$ cat src/common/flash_rewrite_pkg.sv
// Constants and carriers for the CPU flash rewrite controller
package flash_rewrite_pkg;

    // Register word indices; byte address is four times the index
    localparam logic [8:0] IDX_CTRL0   = 9'h1b7;
    localparam logic [8:0] IDX_CTRL1   = 9'h1b5;
    localparam logic [8:0] IDX_CTRL4   = 9'h1b3;
    localparam logic [8:0] IDX_CMD     = 9'h1c0;
    localparam logic [8:0] IDX_STATUS  = 9'h1c1;

    // flash_control_0 fields
    localparam int B_READY      = 0;
    localparam int B_CPU_EN     = 1;
    localparam int B_LOW_EN     = 2;
    localparam int B_PROG_ERR   = 6;
    localparam int B_ERASE_ERR  = 7;
    localparam logic [7:0] CTRL0_RESET = 8'h01;

    // flash_control_1 fields
    localparam int B_SUBMODE    = 1;
    localparam int B_LOCK0      = 5;
    localparam int B_LOCK1      = 6;
    localparam logic [7:0] CTRL1_RESET = 8'h60;

    // flash_control_4 fields
    localparam int B_SUSP_EN    = 0;
    localparam int B_ERS_REQ    = 1;
    localparam int B_PRG_REQ    = 2;
    localparam int B_ERS_ACT    = 3;
    localparam int B_PRG_ACT    = 4;
    localparam int B_RD_PERMIT  = 6;
    localparam logic [7:0] CTRL4_RESET = 8'h40;

    // Command register fields
    localparam int B_CMD_PROG   = 0;
    localparam int B_CMD_ERASE  = 1;
    localparam int B_CMD_BLK_LO = 4;
    localparam int B_CMD_RDSTAT = 8;
    localparam int B_CMD_RDARR  = 9;
    localparam int B_STAT_MODE  = 8;

    // Status register fields
    localparam int B_SR_READY   = 7;
    localparam int B_SR_EFAIL   = 5;
    localparam int B_SR_PFAIL   = 4;

    // Suspend latency
    localparam int CLK_PERIOD_NS       = 10;
    localparam int SUSPEND_LATENCY_NS  = 5000;
    localparam int SUSPEND_LATENCY_CYC = (SUSPEND_LATENCY_NS + CLK_PERIOD_NS - 1) / CLK_PERIOD_NS;
    localparam logic [11:0] LAT_LOAD   = 12'(SUSPEND_LATENCY_CYC);

    typedef enum logic [1:0] {
        ST_IDLE,
        ST_RUN,
        ST_SUSP_WAIT,
        ST_SUSPENDED
    } op_state_e;

    // Request to the flash array core
    typedef struct packed {
        logic       run;
        logic       erase;
        logic       suspend;
        logic [3:0] block;
    } core_req_s;

    // Answer from the flash array core
    typedef struct packed {
        logic done;
        logic fail;
    } core_rsp_s;

endpackage

$ cat src/rtl/flash_rewrite_ctrl.sv
// CPU-driven flash rewrite controller with suspend and AHB-Lite registers
//
// Our own choices: the register offsets and the AHB-Lite interface to the registers.
`timescale 1ns/10ps
module flash_rewrite_ctrl (
    // Clock and reset
    input  wire logic                        sys_clk,
    input  wire logic                        rst,
    // AHB-Lite slave
    input  wire logic                        hsel,
    input  wire logic [31:0]                 haddr,
    input  wire logic [1:0]                  htrans,
    input  wire logic                        hwrite,
    input  wire logic [2:0]                  hsize,
    input  wire logic [31:0]                 hwdata,
    input  wire logic                        hready,
    output logic      [31:0]                 hrdata,
    output logic                             hreadyout,
    output logic                             hresp,
    // Flash array core
    output flash_rewrite_pkg::core_req_s     core_req,
    input  wire flash_rewrite_pkg::core_rsp_s core_rsp,
    // CPU and interrupt side
    input  wire logic                        irq_request,
    output logic                             cpu_hold,
    output logic                             irq_ack_allow,
    output logic                             flash_read_allow
);
    import flash_rewrite_pkg::*;

    op_state_e   state_ff,        nxt_state;
    logic [11:0] lat_cnt_ff,      nxt_lat_cnt;
    logic        cpu_en_ff,       nxt_cpu_en;
    logic        low_en_ff,       nxt_low_en;
    logic        submode_ff,      nxt_submode;
    logic        lock0_ff,        nxt_lock0;
    logic        lock1_ff,        nxt_lock1;
    logic        susp_en_ff,      nxt_susp_en;
    logic        ers_req_ff,      nxt_ers_req;
    logic        prg_req_ff,      nxt_prg_req;
    logic        is_erase_ff,     nxt_is_erase;
    logic [3:0]  block_ff,        nxt_block;
    logic        prog_err_ff,     nxt_prog_err;
    logic        erase_err_ff,    nxt_erase_err;
    logic        stat_mode_ff,    nxt_stat_mode;
    logic        wr_pend_ff,      nxt_wr_pend;
    logic [8:0]  wr_idx_ff,       nxt_wr_idx;
    logic [31:0] hrdata_ff,       nxt_hrdata;
    logic        cpu_hold_ff,     nxt_cpu_hold;
    logic        irq_allow_ff,    nxt_irq_allow;
    logic        rd_allow_ff,     nxt_rd_allow;
    core_req_s   core_req_ff,     nxt_core_req;
    logic        ready_ff,        nxt_ready;
    logic        resp_ff,         nxt_resp;

    logic        addr_phase;
    logic [8:0]  addr_idx;
    logic        busy;
    logic        start_ok;
    logic        blk_ok;
    logic [3:0]  cmd_block;
    logic        susp_pending;
    logic        finish;

    assign addr_phase = hsel && htrans[1] && hready;
    assign addr_idx   = haddr[10:2];
    assign busy       = (state_ff != ST_IDLE);
    assign cmd_block  = hwdata[B_CMD_BLK_LO +: 4];

    // Blocks 0 and 1 are guarded by the low-block enable and their own lock
    always_comb begin
        if (cmd_block == 4'h0) begin
            blk_ok = low_en_ff && !lock0_ff;
        end else if (cmd_block == 4'h1) begin
            blk_ok = low_en_ff && !lock1_ff;
        end else begin
            blk_ok = 1'b1;
        end
    end

    // Bus side: read mux, sampled in the address phase so data stands in the data phase
    // Limitation: a read issued in a write's data phase returns the value before that write
    always_comb begin
        nxt_wr_pend = addr_phase && hwrite;
        nxt_wr_idx  = addr_phase ? addr_idx : wr_idx_ff;
        // Ready rests low for one cycle after reset so no transfer meets half-cleared state
        nxt_ready   = 1'b1;
        // Every register access is legal, so the response never leaves OKAY
        nxt_resp    = 1'b0;
        nxt_hrdata  = 32'h0;
        if (addr_phase && !hwrite) begin
            unique case (addr_idx)
                IDX_CTRL0: begin
                    nxt_hrdata[B_READY]     = !busy;
                    nxt_hrdata[B_CPU_EN]    = cpu_en_ff;
                    nxt_hrdata[B_LOW_EN]    = low_en_ff;
                    nxt_hrdata[B_PROG_ERR]  = prog_err_ff;
                    nxt_hrdata[B_ERASE_ERR] = erase_err_ff;
                end
                IDX_CTRL1: begin
                    nxt_hrdata[B_SUBMODE] = submode_ff;
                    nxt_hrdata[B_LOCK0]   = lock0_ff;
                    nxt_hrdata[B_LOCK1]   = lock1_ff;
                end
                IDX_CTRL4: begin
                    nxt_hrdata[B_SUSP_EN]   = susp_en_ff;
                    nxt_hrdata[B_ERS_REQ]   = ers_req_ff;
                    nxt_hrdata[B_PRG_REQ]   = prg_req_ff;
                    nxt_hrdata[B_ERS_ACT]   = busy && is_erase_ff;
                    nxt_hrdata[B_PRG_ACT]   = busy && !is_erase_ff;
                    nxt_hrdata[B_RD_PERMIT] = rd_allow_ff;
                end
                IDX_CMD: begin
                    nxt_hrdata[B_STAT_MODE] = stat_mode_ff;
                end
                IDX_STATUS: begin
                    // Only meaningful in the RAM-executed sub-mode
                    if (!submode_ff) begin
                        nxt_hrdata[B_SR_READY] = !busy;
                        nxt_hrdata[B_SR_EFAIL] = erase_err_ff;
                        nxt_hrdata[B_SR_PFAIL] = prog_err_ff;
                    end
                end
                default: nxt_hrdata = 32'h0;
            endcase
        end
    end

    // Register, command and operation state
    always_comb begin
        nxt_state     = state_ff;
        nxt_lat_cnt   = lat_cnt_ff;
        nxt_cpu_en    = cpu_en_ff;
        nxt_low_en    = low_en_ff;
        nxt_submode   = submode_ff;
        nxt_lock0     = lock0_ff;
        nxt_lock1     = lock1_ff;
        nxt_susp_en   = susp_en_ff;
        nxt_ers_req   = ers_req_ff;
        nxt_prg_req   = prg_req_ff;
        nxt_is_erase  = is_erase_ff;
        nxt_block     = block_ff;
        nxt_prog_err  = prog_err_ff;
        nxt_erase_err = erase_err_ff;
        nxt_stat_mode = stat_mode_ff;
        start_ok      = 1'b0;
        finish        = 1'b0;
        susp_pending  = 1'b0;

        // One down-counter times both the post-command interrupt guard and the suspend wait
        if (lat_cnt_ff != 12'h0) begin
            nxt_lat_cnt = lat_cnt_ff - 12'h1;
        end

        if (wr_pend_ff) begin
            unique case (wr_idx_ff)
                IDX_CTRL0: begin
                    nxt_cpu_en = hwdata[B_CPU_EN];
                    nxt_low_en = hwdata[B_LOW_EN];
                    // Leaving rewrite mode also drops the flash-executed sub-mode and status mode
                    if (!hwdata[B_CPU_EN]) begin
                        nxt_submode   = 1'b0;
                        nxt_stat_mode = 1'b0;
                    end
                end
                IDX_CTRL1: begin
                    // A flash_control_1 write cannot change the sub-mode under a running operation
                    if (!busy) begin
                        nxt_submode = hwdata[B_SUBMODE] && cpu_en_ff;
                    end
                    nxt_lock0 = hwdata[B_LOCK0];
                    nxt_lock1 = hwdata[B_LOCK1];
                end
                IDX_CTRL4: begin
                    nxt_susp_en = hwdata[B_SUSP_EN];
                    // Requests count only with suspend enabled and a matching operation
                    nxt_ers_req = hwdata[B_ERS_REQ] && hwdata[B_SUSP_EN] && busy && is_erase_ff;
                    nxt_prg_req = hwdata[B_PRG_REQ] && hwdata[B_SUSP_EN] && busy && !is_erase_ff;
                end
                IDX_CMD: begin
                    if (hwdata[B_CMD_RDSTAT] && cpu_en_ff && !submode_ff) begin
                        nxt_stat_mode = 1'b1;
                    end else if (hwdata[B_CMD_RDARR]) begin
                        nxt_stat_mode = 1'b0;
                    end
                    // Commands need rewrite enable, an idle engine and an unlocked block
                    start_ok = cpu_en_ff && !busy && blk_ok &&
                               (hwdata[B_CMD_PROG] ^ hwdata[B_CMD_ERASE]);
                end
                default: begin
                end
            endcase
        end

        unique case (state_ff)
            ST_IDLE: begin
                // A refused command leaves the engine idle; software sees the ready flag stay 1
                if (start_ok) begin
                    nxt_state    = ST_RUN;
                    nxt_is_erase = hwdata[B_CMD_ERASE];
                    nxt_block    = cmd_block;
                    nxt_lat_cnt  = LAT_LOAD;
                end
            end
            ST_RUN: begin
                // Completion outranks a suspend request raised in the same cycle
                if (core_rsp.done) begin
                    finish = 1'b1;
                end else begin
                    // Hardware sets the request after the software write, so set wins
                    if (submode_ff && susp_en_ff && irq_request && lat_cnt_ff == 12'h0) begin
                        if (is_erase_ff) begin
                            nxt_ers_req = 1'b1;
                        end else begin
                            nxt_prg_req = 1'b1;
                        end
                    end
                    susp_pending = nxt_ers_req || nxt_prg_req;
                    if (susp_pending) begin
                        nxt_state   = ST_SUSP_WAIT;
                        nxt_lat_cnt = LAT_LOAD;
                    end
                end
            end
            ST_SUSP_WAIT: begin
                // The core may still finish before it honours the suspend
                if (core_rsp.done) begin
                    finish = 1'b1;
                end else if (!nxt_ers_req && !nxt_prg_req) begin
                    nxt_state = ST_RUN;
                end else if (lat_cnt_ff == 12'h0) begin
                    nxt_state = ST_SUSPENDED;
                end
            end
            ST_SUSPENDED: begin
                // Done cannot arrive here: the core makes no progress while suspended
                if (!nxt_ers_req && !nxt_prg_req) begin
                    nxt_state = ST_RUN;
                end
            end
        endcase

        // Request bits are cleared so the next operation starts unsuspended
        if (finish) begin
            nxt_state   = ST_IDLE;
            nxt_ers_req = 1'b0;
            nxt_prg_req = 1'b0;
            if (is_erase_ff) begin
                nxt_erase_err = core_rsp.fail;
            end else begin
                nxt_prog_err = core_rsp.fail;
            end
            nxt_stat_mode = !submode_ff;
        end
    end

    // Outputs follow the next state so they line up with it
    always_comb begin
        nxt_core_req.run     = (nxt_state != ST_IDLE);
        nxt_core_req.erase   = nxt_is_erase;
        nxt_core_req.block   = nxt_block;
        nxt_core_req.suspend = (nxt_state == ST_SUSP_WAIT) || (nxt_state == ST_SUSPENDED);
        // Read permit is withheld from the suspend request until the latency has run out
        nxt_rd_allow         = (nxt_state == ST_IDLE) || (nxt_state == ST_SUSPENDED);
        // CPU keeps running in RAM sub-mode; held until suspend in flash sub-mode
        nxt_cpu_hold         = nxt_submode && nxt_core_req.run && (nxt_state != ST_SUSPENDED);
        nxt_irq_allow        = !nxt_cpu_hold;
    end

    // Bus side registers
    always_ff @(posedge sys_clk or posedge rst) begin
        if (rst) begin
            wr_pend_ff   <= 1'b0;
            wr_idx_ff    <= 9'h0;
            hrdata_ff    <= 32'h0;
            ready_ff     <= 1'b0;
            resp_ff      <= 1'b0;
        end else begin
            wr_pend_ff   <= nxt_wr_pend;
            wr_idx_ff    <= nxt_wr_idx;
            hrdata_ff    <= nxt_hrdata;
            ready_ff     <= nxt_ready;
            resp_ff      <= nxt_resp;
        end
    end

    // Register and operation state
    always_ff @(posedge sys_clk or posedge rst) begin
        if (rst) begin
            state_ff     <= ST_IDLE;
            lat_cnt_ff   <= 12'h0;
            cpu_en_ff    <= CTRL0_RESET[B_CPU_EN];
            low_en_ff    <= CTRL0_RESET[B_LOW_EN];
            submode_ff   <= CTRL1_RESET[B_SUBMODE];
            lock0_ff     <= CTRL1_RESET[B_LOCK0];
            lock1_ff     <= CTRL1_RESET[B_LOCK1];
            susp_en_ff   <= CTRL4_RESET[B_SUSP_EN];
            ers_req_ff   <= CTRL4_RESET[B_ERS_REQ];
            prg_req_ff   <= CTRL4_RESET[B_PRG_REQ];
            is_erase_ff  <= 1'b0;
            block_ff     <= 4'h0;
            prog_err_ff  <= CTRL0_RESET[B_PROG_ERR];
            erase_err_ff <= CTRL0_RESET[B_ERASE_ERR];
            stat_mode_ff <= 1'b0;
        end else begin
            state_ff     <= nxt_state;
            lat_cnt_ff   <= nxt_lat_cnt;
            cpu_en_ff    <= nxt_cpu_en;
            low_en_ff    <= nxt_low_en;
            submode_ff   <= nxt_submode;
            lock0_ff     <= nxt_lock0;
            lock1_ff     <= nxt_lock1;
            susp_en_ff   <= nxt_susp_en;
            ers_req_ff   <= nxt_ers_req;
            prg_req_ff   <= nxt_prg_req;
            is_erase_ff  <= nxt_is_erase;
            block_ff     <= nxt_block;
            prog_err_ff  <= nxt_prog_err;
            erase_err_ff <= nxt_erase_err;
            stat_mode_ff <= nxt_stat_mode;
        end
    end

    // Hold and permit outputs change together with the state they come from
    always_ff @(posedge sys_clk or posedge rst) begin
        if (rst) begin
            cpu_hold_ff  <= 1'b0;
            irq_allow_ff <= 1'b1;
            rd_allow_ff  <= CTRL4_RESET[B_RD_PERMIT];
            core_req_ff  <= '0;
        end else begin
            cpu_hold_ff  <= nxt_cpu_hold;
            irq_allow_ff <= nxt_irq_allow;
            rd_allow_ff  <= nxt_rd_allow;
            core_req_ff  <= nxt_core_req;
        end
    end

    // Zero-wait slave: every transfer completes OKAY in one data phase
    assign hrdata           = hrdata_ff;
    assign hreadyout        = ready_ff;
    assign hresp            = resp_ff;
    assign core_req         = core_req_ff;
    assign cpu_hold         = cpu_hold_ff;
    assign irq_ack_allow    = irq_allow_ff;
    assign flash_read_allow = rd_allow_ff;

endmodule // flash_rewrite_ctrl

$ cat config.mk
export PLATFORM = sky130hd
export DESIGN_NAME = flash_rewrite_ctrl
export DESIGN_NICKNAME = d
export VERILOG_FILES = /design/src/common/flash_rewrite_pkg.sv /design/src/rtl/flash_rewrite_ctrl.sv
export SDC_FILE = /design/constraint.sdc
export NUM_CORES = 1
export LEC_CHECK = 0
export BUFFER_PORTS_ARGS = -buffer_cell sky130_fd_sc_hd__buf_2
export CELL_PAD_IN_SITES_DETAIL_PLACEMENT = 1
export CELL_PAD_IN_SITES_GLOBAL_PLACEMENT = 2
export CORE_MARGIN = 5
export CORE_UTILIZATION = 29
export DETAILED_ROUTE_END_ITERATION = 8
export PLACE_DENSITY = 0.84
export SYNTH_ARGS = -nofsm -noshare
export SYNTH_HDL_FRONTEND = slang
export SYNTH_SLANG_ARGS = --single-unit
$ cat constraint.sdc
create_clock -name sys_clk -period 3 [get_ports sys_clk]
set_input_delay 0.3 -clock sys_clk [delete_from_list [all_inputs] [get_ports sys_clk]]
set_output_delay 0.3 -clock sys_clk [all_outputs]
set_load 0.005 [all_outputs]
==> impl_metrics.env, run 1 <==
export IMPL_outcome="completed"
export IMPL_min_period_over_period_pct=90.1
export IMPL_r2r_end="irq_ack_allow"
export IMPL_cts_setup_buffers=0
export IMPL_critPathCaptureType="register"
export IMPL_io_pins=121
export IMPL_use_met3_pct=2.48
export IMPL_final_common_cell="dfrtp_1"
export IMPL_worstMarginPinSlew_ns=0.669
export IMPL_drc_errors=0
export IMPL_grt_pass1_vias=2514
export IMPL_cp_num_buf_inv=1
export IMPL_regArea_um2=1380
export IMPL_firstDrtPassIters=4
export IMPL_grt_met2_usage_pct=21.5
export IMPL_hpwl_mm=5.95
export IMPL_fin_ws_ns=0.296
export IMPL_cp_max_fo=5
export IMPL_nNetsFinal=432
export IMPL_synth_cells=295
export IMPL_power_leakage_uw=0.00163
export IMPL_r2r_cells=8
export IMPL_cts_max_path_buffers=2
export IMPL_maxSlewViolCount=0
export IMPL_drive_gt1_share_pct=26.7
export IMPL_wl_per_cell_um=15.6
export IMPL_hold_class="in -> reg"
export IMPL_worst_skew_pair_late_latency_ns=0.32
export IMPL_synth_seq_cells=55
export IMPL_fmax_mhz=370
export IMPL_finalSetupTns_ns=0
export IMPL_r2r_slack_ns=0.30
export IMPL_hp_start="hwrite"
export IMPL_holdPathEnd="wr_pend_ff"
export IMPL_critPathKind="reg -> reg"
export IMPL_finish_utilization_pct=33.9
export IMPL_crit_path_top_delay_cell="or3_1"
export IMPL_arrival_ns=2.95
export IMPL_seq_area_frac_synth_pct=45.2
export IMPL_cp_cell_sequence="inv_1 > ha_1 > nand4_1 > or3_1 > a31o_2 > a211o_1 > ha_1 > or3_1"
export IMPL_grt_use_total_pct=12.0
export IMPL_routabilityCongestion=0.779
export IMPL_power_density_nw_per_um2=598
export IMPL_rr_startpoint="state_ff[1]"
export IMPL_antenna_found_initial=0
export IMPL_hold_viol=0
export IMPL_start_util_pct=29.7
export IMPL_use_met1_pct=15.1
export IMPL_synth_edff_count=0
export IMPL_fillers=1206
export IMPL_drt_wl_total_mm=7.51
export IMPL_grt_overflow_total=0
export IMPL_finalSetupViolations=0
export IMPL_async_flop_share_pct=100
export IMPL_cts_tree="yes"
export IMPL_rsz0062_at_grt="false"
export IMPL_die_x_um=113
export IMPL_area_growth_pct=14.2
export IMPL_syn_area_um2=3050
export IMPL_portBuffers=46
export IMPL_grt_busiest_layer="met2"
export IMPL_post_synth_top_area_cell="dfrtp_1"
export IMPL_synth_cell_types=55
export IMPL_place_ws_ns=0.306
export IMPL_die_area_um2=12700
export IMPL_core_um2=10300
export IMPL_drtIter0Drc=61
export IMPL_cts_made_buffers=5
export IMPL_skew_ns=0.0128
export IMPL_root_buffer="clkbuf_8"
export IMPL_grt_first_pass_wirelength_mm=12.6
export IMPL_critPathMaxStageDelay_ns=0.50
export IMPL_syn_area_per_cell_um2=10.3
export IMPL_maxCapViolCount=0
export IMPL_ys_flop_type="dfrtp_1"
export IMPL_clk_pin_slew_ns=0.11
export IMPL_cp_required_ns=3.24
export IMPL_viasPerCell=4.78
export IMPL_antenna_diode_count=0
export IMPL_yosys_warnings=0
export IMPL_netlist_area_leader_share_pct=41.8
export IMPL_slew_headroom_pct=54.3
export IMPL_whs_path_depth=3
export IMPL_num_rows=37
export IMPL_crit_family="simple AND/OR/NAND/NOR gates"
export IMPL_synth_area_leaders="dfrtp_1 (42%), mux2_2 (7.4%), buf_4 (6.1%)"
export IMPL_cts_htree_levels=2
export IMPL_min_period_ns=2.70
export IMPL_antenna_left=0
export IMPL_vias=2297
export IMPL_dieHeight_um=113
export IMPL_grt_max_degree=40
export IMPL_ir_drop_uv=253
export IMPL_multiInputGateArea_um2=1470
export IMPL_cp_start_kind="register"
export IMPL_clkSinkCount=55
export IMPL_most_common_layout_cells="dfrtp_1 (51), buf_2 (46), conb_1 (25), mux2_2 (20), nor2_1 (19)"
sequential cells by signal, summed over array words and instances (netlist names), 2 cells and up:
register,flops
hrdata,9
core_req,7
state_ff,2
lat_cnt_ff,12
wr_idx_ff,9
worst max path at each step:
| stage | depth (start not counted) | end | slack, ns | startpoint |
|---|---|---|---|---|
| after CTS | 7 | irq_ack_allow | 0.28 | wr_idx_ff[6] |
| after global routing | 8 | irq_ack_allow | 0.13 | state_ff[1] |
| after detailed placement | 8 | irq_ack_allow | 0.31 | state_ff[1] |
| after global placement | 7 | irq_ack_allow | 0.35 | wr_idx_ff[6] |
| final | 8 | irq_ack_allow | 0.30 | state_ff[1] |
| after floorplan | 9 | irq_ack_allow | 0.46 | wr_idx_ff[6] |
stage by stage:
stage	hold WS, ns	cells	total power [uW]	area (um^2)
3_5_place_dp	0.287	472	1580	3360
3_3_place_gp	0.284	472	1550	3360
2_1_floorplan	0.371	318	1420	3140
6_report	0.200	481	2080	3490
4_1_cts	0.193	481	2120	3490
5_1_grt	0.200	481	2240	3490
routing by layer:
layer  up-vias  wire, um
li1       1093         -
met1      1150      3370
met2        47      3770
met3         7       305
met4         0        61
met5         -         0
cells in the mapped netlist (7+ instances only):
master   number
a21oi_1      17
buf_4        25
dfrtp_1      51
ha_1         11
inv_1        15
mux2_2       20
nand2_1      14
nand3_1      14
nor2_1       19
or3_1         7
final cells by class:
class / count / share of cell area, %
Inverter: 15 / 1.62
Sequential cell: 55 / 39.6
Clock inverter: 3 / 1.44
Multi-Input combinational cell: 213 / 42.1
Timing Repair Buffer: 54 / 8.40
Tap cell: 136 / 4.88
Clock buffer: 5 / 1.97
where the power goes:
part / internal, uW / total, uW / switching [uW]
clock network: 258 / 525 / 267
registers: 855 / 966 / 110
logic: 263 / 593 / 330
logic make-up (layout without fill, tap and decap cells):
group | count (synthesis) | count (layout) | share of synthesized area [%]
buffers and inverters | 50 | 77 | 9.55
AND/OR/NAND/NOR | 99 | 99 | 19.1
flip-flops | 55 | 55 | 45.2
AO/OA/AOI/OAI | 47 | 47 | 10.7
multiplexers | 24 | 24 | 8.69
other | 2 | 25 | 0.246
XOR/XNOR | 7 | 7 | 2.01
adder cells (fa/ha/maj) | 11 | 11 | 4.51
worst reg2reg max path, stage by stage, from the launching register on:
cell and delay [ns]:
dfrtp_1 0.45, inv_1 0.15, ha_1 0.27, nand4_1 0.11, or3_1 0.50, a31o_2 0.30, a211o_1 0.25, ha_1 0.22
or3_1 0.38
what timing repair did:
item / CTS / global route
hold buffers: 1 / 0
resized for setup: 0 / 0
endpoints found under the setup margin: 0 / 0
endpoints found under the hold margin: 16 / 0
(Power assumes the default switching activity.)
==> run 2: changes to the inputs <==
CORE_UTILIZATION = 31   (was 29)
PLACE_DENSITY = 0.89   (was 0.84)
clock period = 3.3 ns   (was 3 ns; I/O delays follow)
==> run 2 against run 1 <==
  * Non-clock buffer count fell by 5
  * Critical path type unchanged
  * Highest routed layer unchanged
  * Via count rose by 0.35%
  * Clock skew rose by 0.0027 ns
  * Largest power group unchanged
  * Register-to-register slack improved by 0.07 ns
  * Setup slack improved by 0.066 ns
  * Flip-flop and latch count did not move
  * Critical endpoint unchanged
  * Global-route usage rose by 0.94 points
  * Sequential power fell by 9.1%
==> impl_metrics.env, run 2 (synthesis gave the netlist of run 1 again) <==
export IMPL_most_common_layout_cells="dfrtp_1 (51), buf_2 (46), conb_1 (25), mux2_2 (20), nor2_1 (19)"
export IMPL_top_register="lat_cnt_ff"
export IMPL_cp_required_ns=3.53
export IMPL_grt_use_total_pct=13.0
export IMPL_dieHeight_um=109
export IMPL_largest_reg_flops=12
export IMPL_vias=2305
export IMPL_maxSlewViolCount=0
export IMPL_antenna_found_initial=0
export IMPL_cts_made_buffers=5
export IMPL_power_leakage_uw=0.00160
export IMPL_worstMarginPinSlew_ns=0.926
export IMPL_firstDrtPassIters=4
export IMPL_internal_power_uw=1230
export IMPL_finalSetupViolations=0
export IMPL_maxCapViolCount=0
export IMPL_p_comb_share_pct=28.0
export IMPL_fillers=1132
export IMPL_cp_cell_sequence="inv_1 > ha_1 > nand4bb_1 > o21ai_0 > o21a_1 > o2bb2a_4 > a211o_1 > ha_1 > or3_1"
export IMPL_area_growth_pct=12.6
export IMPL_holdBufCountCts=0
export IMPL_cp_start_kind="register"
export IMPL_final_common_cell="dfrtp_1"
export IMPL_power_density_nw_per_um2=544
export IMPL_clkSinkCount=55
export IMPL_wl_per_cell_um=15.9
export IMPL_fmax_mhz=340
export IMPL_hold_class="in -> async"
export IMPL_finalSetupTns_ns=0
export IMPL_die_area_um2=11900
export IMPL_cts_max_path_buffers=2
export IMPL_antenna_left=0
export IMPL_clockPowerShare_pct=25.1
export IMPL_start_util_pct=31.5
export IMPL_drc_errors=0
export IMPL_drtIter0Drc=118
export IMPL_hpwl_mm=5.85
export IMPL_grt_max_degree=44
export IMPL_ir_drop_uv=194
export IMPL_critPathMaxStageDelay_ns=0.47
export IMPL_die_x_um=109
export IMPL_cts_resized=0
export IMPL_io_pins=121
export IMPL_routabilityCongestion=0.793
export IMPL_min_period_ns=2.94
export IMPL_antenna_diode_count=0
export IMPL_grt_overflow_total=0
export IMPL_num_rows=36
export IMPL_grt_pass1_vias=2400
export IMPL_worst_skew_pair_late_latency_ns=0.32
export IMPL_cts_setup_buffers=0
export IMPL_grt_first_pass_wirelength_mm=12.2
export IMPL_skew_ns=0.0155
export IMPL_path_common_cell="ha_1"
export IMPL_nNetsFinal=427
export IMPL_core_um2=9680
export IMPL_cts_tree="yes"
export IMPL_finish_utilization_pct=35.5
export IMPL_portBuffers=46
export IMPL_p_seq_share_pct=46.9
export IMPL_switching_share_pct=34.1
export IMPL_cp_max_fo=13
export IMPL_critPathCaptureType="register"
export IMPL_cts_htree_levels=2
export IMPL_drt_wl_total_mm=7.50
export IMPL_critPathKind="reg -> reg"
export IMPL_drive_gt1_share_pct=25.9
export IMPL_p_switching_uw=638
export IMPL_arrival_ns=3.17
export IMPL_crit_path_top_delay_cell="ha_1"
export IMPL_clk_pin_slew_ns=0.11
export IMPL_slew_headroom_pct=38.2
export IMPL_outcome="completed"
export IMPL_root_buffer="clkbuf_8"
export IMPL_min_period_over_period_pct=89.0
export IMPL_viasPerCell=4.87
export IMPL_hold_viol=0
export IMPL_rsz0062_at_grt="false"
==> run 2: worst paths after layout <==
check | from | endpoint | slack (ns) | cells past startpoint
max | state_ff[0] | irq_ack_allow | 0.36 | 9
min | rst | hrdata[1] | 0.20 | 2
max reg2reg | state_ff[0] | irq_ack_allow | 0.36 | 9
min reg2reg | core_req[3] | core_req[3] | 0.52 | 1
max in group asynchronous | rst | irq_ack_allow | 2.27 | 3
min in group sys_clk | haddr[2] | hrdata[8] | 0.23 | 2
==> run 2: critical path, delay by kind of cell, from the launching register on <==
family	cells	cell delay, ns
AO/OA/AOI/OAI	4	0.96
adder cells (fa/ha/maj)	2	0.69
AND/OR/NAND/NOR	2	0.60
flip-flops	1	0.46
buffers and inverters	1	0.14
==> run 2: final cells by class <==
cell class	instances	area, um^2	area share (%)
Sequential cell	55	1380	40.2
Inverter	15	56.3	1.64
Timing Repair Buffer	49	253	7.35
Clock buffer	5	68.8	2.00
Multi-Input combinational cell	213	1470	42.6
Clock inverter	3	46.3	1.35
Tap cell	133	166	4.84
==> run 2: metrics by stage <==
stage               cells  setup slack, ns  hold slack (ns)  cell area, um^2  total power [uW]
global placement      465            0.427            0.485             3320              1390
CTS                   473            0.368            0.223             3440              1900
finish                473            0.362            0.201             3440              1870
global route          473            0.207            0.238             3440              1990
floorplan             318            0.761            0.401             3140              1290
detailed placement    465            0.411            0.496             3320              1420
==> run 2: layer usage <==
metal / up-vias / part of all wire [%] / track usage, %
met1: 1159 / 44 / 16.7
met2: 48 / 50 / 22.2
met4: 0 / 1.8 / 4.27
met3: 10 / 3.9 / 2.19
li1: 1088 / - / -
met5: - / 0 / 0
==> run 2: power by group through the flow <==
stage / Clock [uW] / Sequential (uW) / Combinational [uW]
finish: 469 / 878 / 525
global route: 507 / 892 / 594
CTS: 483 / 879 / 536
detailed placement: 0 / 892 / 528
global placement: 0 / 886 / 502
floorplan: 0 / 867 / 423
==> run 3: changes to the inputs <==
ABC_AREA = 1   (was not set)
CORE_UTILIZATION = 25   (was 31)
PLACE_DENSITY = 0.81   (was 0.89)
clock period = 2.47 ns   (was 3.3 ns; I/O delays follow)
==> run 3 against run 2 <==
  * Non-clock buffer count increased by 12
  * Flip-flop and latch count is the same
  * Power is 62% higher
  * Critical path depth rose by 6
  * Sequential power up 33%
  * Clock power up 51%
  * Design area increased by 12%
  * Final cell count is 34% higher
  * Largest power group unchanged
==> impl_metrics.env, run 3 <==
export IMPL_syn_area_per_cell_um2=8.18
export IMPL_slew_headroom_pct=54.7
export IMPL_fmax_mhz=446
export IMPL_synth_most_common_cell="nand2_1"
export IMPL_grt_max_degree=25
export IMPL_fillers=1593
export IMPL_startpoint="state_ff[0]"
export IMPL_antenna_diode_count=0
export IMPL_firstDrtPassIters=4
export IMPL_rr_startpoint="state_ff[0]"
export IMPL_finalSetupTns_ns=0
export IMPL_wl_per_cell_um=13.9
export IMPL_clk_pin_slew_ns=0.07
export IMPL_viasPerCell=4.30
export IMPL_power_density_nw_per_um2=790
export IMPL_cts_made_buffers=5
export IMPL_final_area_um2=3840
export IMPL_critPathKind="reg -> reg"
export IMPL_die_x_um=124
export IMPL_rsz0062_at_grt="false"
export IMPL_finalSetupViolations=0
export IMPL_io_pins=121
export IMPL_arrival_ns=2.43
export IMPL_most_common_layout_cells="nand2_1 (83), inv_1 (52), dfrtp_1 (51), buf_2 (46), nor2_1 (34)"
export IMPL_cts_max_path_buffers=2
export IMPL_area_growth_pct=17.8
export IMPL_num_rows=41
export IMPL_placed_area_um2=3690
export IMPL_cts_setup_buffers=0
export IMPL_ys_flop_type="dfrtp_1"
export IMPL_place_ws_ns=0.152
export IMPL_core_um2=12700
export IMPL_hold_class="in -> async"
export IMPL_fin_ws_ns=0.226
export IMPL_cp_required_ns=2.65
export IMPL_synth_edff_count=0
export IMPL_syn_area_um2=3260
export IMPL_drc_errors=0
export IMPL_worst_skew_pair_late_latency_ns=0.30
export IMPL_synth_area_leaders="dfrtp_1 (39%), nand2_1 (9.6%), inv_1 (6.1%)"
export IMPL_grt_first_pass_wirelength_mm=14.7
export IMPL_hpwl_mm=7.09
export IMPL_final_common_cell="nand2_1"
export IMPL_synth_cells=398
export IMPL_grt_use_total_pct=12.3
export IMPL_min_period_ns=2.24
export IMPL_start_util_pct=25.6
export IMPL_critPathCaptureType="register"
export IMPL_crit_path_top_delay_cell="dfrtp_1"
export IMPL_outcome="completed"
export IMPL_cts_htree_levels=2
export IMPL_antenna_left=0
export IMPL_async_flop_share_pct=100
export IMPL_synth_cell_types=41
export IMPL_final_cell_count_no_fill=633
export IMPL_placed_cells=625
export IMPL_cp_cell_sequence="inv_1 > ha_2 > inv_4 > nand2_1 > nor2_1 > nand3_1 > nand2_4 > nor2_4 > nand2_1 > nand2_1 > nand3_2 > nor2_1 > nor2_1 > ha_1 > or2_2"
export IMPL_maxCapViolCount=0
export IMPL_grt_overflow_total=0
export IMPL_nNetsFinal=548
export IMPL_ir_drop_uv=276
export IMPL_critPathMaxStageDelay_ns=0.38
export IMPL_cts_tree="yes"
export IMPL_skew_ns=0.00330
export IMPL_min_period_over_period_pct=90.8
export IMPL_drive_gt1_share_pct=23.4
export IMPL_clkSinkCount=55
export IMPL_seq_area_frac_synth_pct=42.4
export IMPL_yosys_warnings=0
export IMPL_post_synth_top_area_cell="dfrtp_1"
export IMPL_routabilityCongestion=0.811
export IMPL_drt_wl_total_mm=8.78
export IMPL_antenna_found_initial=0
export IMPL_hold_viol=0
export IMPL_power_leakage_uw=0.00200
export IMPL_synth_seq_cells=55
export IMPL_drtIter0Drc=111
export IMPL_worstMarginPinSlew_ns=0.677
export IMPL_die_area_um2=15400
export IMPL_dieHeight_um=124
export IMPL_portBuffers=46
export IMPL_cp_start_kind="register"
export IMPL_vias=2720
export IMPL_root_buffer="clkbuf_16"
export IMPL_r2r_slack_ns=0.23
export IMPL_top_register="lat_cnt_ff"
export IMPL_hold_ws_ns=0.00888
export IMPL_cp_max_fo=5
export IMPL_netlist_area_leader_share_pct=39.2
export IMPL_maxSlewViolCount=0
export IMPL_grt_pass1_vias=2948
export IMPL_largest_reg_flops=12
export IMPL_synthTopCellsByCount="nand2_1 (83), inv_1 (53), dfrtp_1 (51)"
[run 3: cell type report]
type                            count  area [um^2]  area share [%]
Clock buffer                        6          129            3.36
Inverter                           56          213            5.54
Tap cell                          172          215            5.61
Clock inverter                      2         12.5           0.326
Timing Repair Buffer               61          343            8.93
Multi-Input combinational cell    281         1540            40.2
Sequential cell                    55         1380            36.0
[run 3: path summary, 6_finish.rpt]
path	cells after the start	endpoint
worst max register to register	15	core_req[4]
min in group sys_clk	3	wr_pend_ff
worst min-delay path	2	lat_cnt_ff[4]
worst max-delay path	15	core_req[4]
max in group asynchronous	3	irq_ack_allow
worst min register to register	2	core_req[0]
[run 3: per-layer routing]
layer,routed length [um],GRT usage [%],up-vias
li1,-,-,1358
met1,4200,16.2,1290
met2,4130,20.4,59
met3,265,1.45,13
met4,191,5.00,0
met5,0,0,-
[run 3: critical path, delay by kind of cell (launching register included)]
family | cells | cell delay, ns
DFF | 1 | 0.38
buffers and inverters | 2 | 0.15
and+or+nand+nor | 11 | 1.12
adders and majority gates | 2 | 0.48
[run 3: timing repair]
item | in CTS | in global routing
setup endpoints to repair | 0 | 3
hold buffers | 0 | 0
gates resized for setup | 0 | 1
[run 3: power breakdown]
| group | internal [uW] | switching (uW) | leakage (uW) |
|---|---|---|---|
| Clock | 376 | 335 | 0.0000669 |
| Combinational | 447 | 701 | 0.00124 |
| Sequential | 1060 | 115 | 0.000687 |
[run 3: through the flow]
| step | power, uW | utilization [%] |
|---|---|---|
| 2_1_floorplan | 1980 | - |
| 3_3_place_gp | 2300 | 29.0 |
| 4_1_cts | 3080 | 30.1 |
| 3_5_place_dp | 2350 | 29.0 |
| 5_1_grt | 3290 | 30.2 |
| 6_report | 3030 | 30.2 |
[run 3: cell families after synthesis]
family	after synthesis	share of synthesized area, %
AO/OA/AOI/OAI	54	9.68
XOR/XNOR	4	1.08
adder cells (fa/ha/maj)	11	4.23
buffers and inverters	85	12.9
flip-flops	55	42.4
multiplexers	1	0.346
other	2	0.231
AND/OR/NAND/NOR	186	29.1
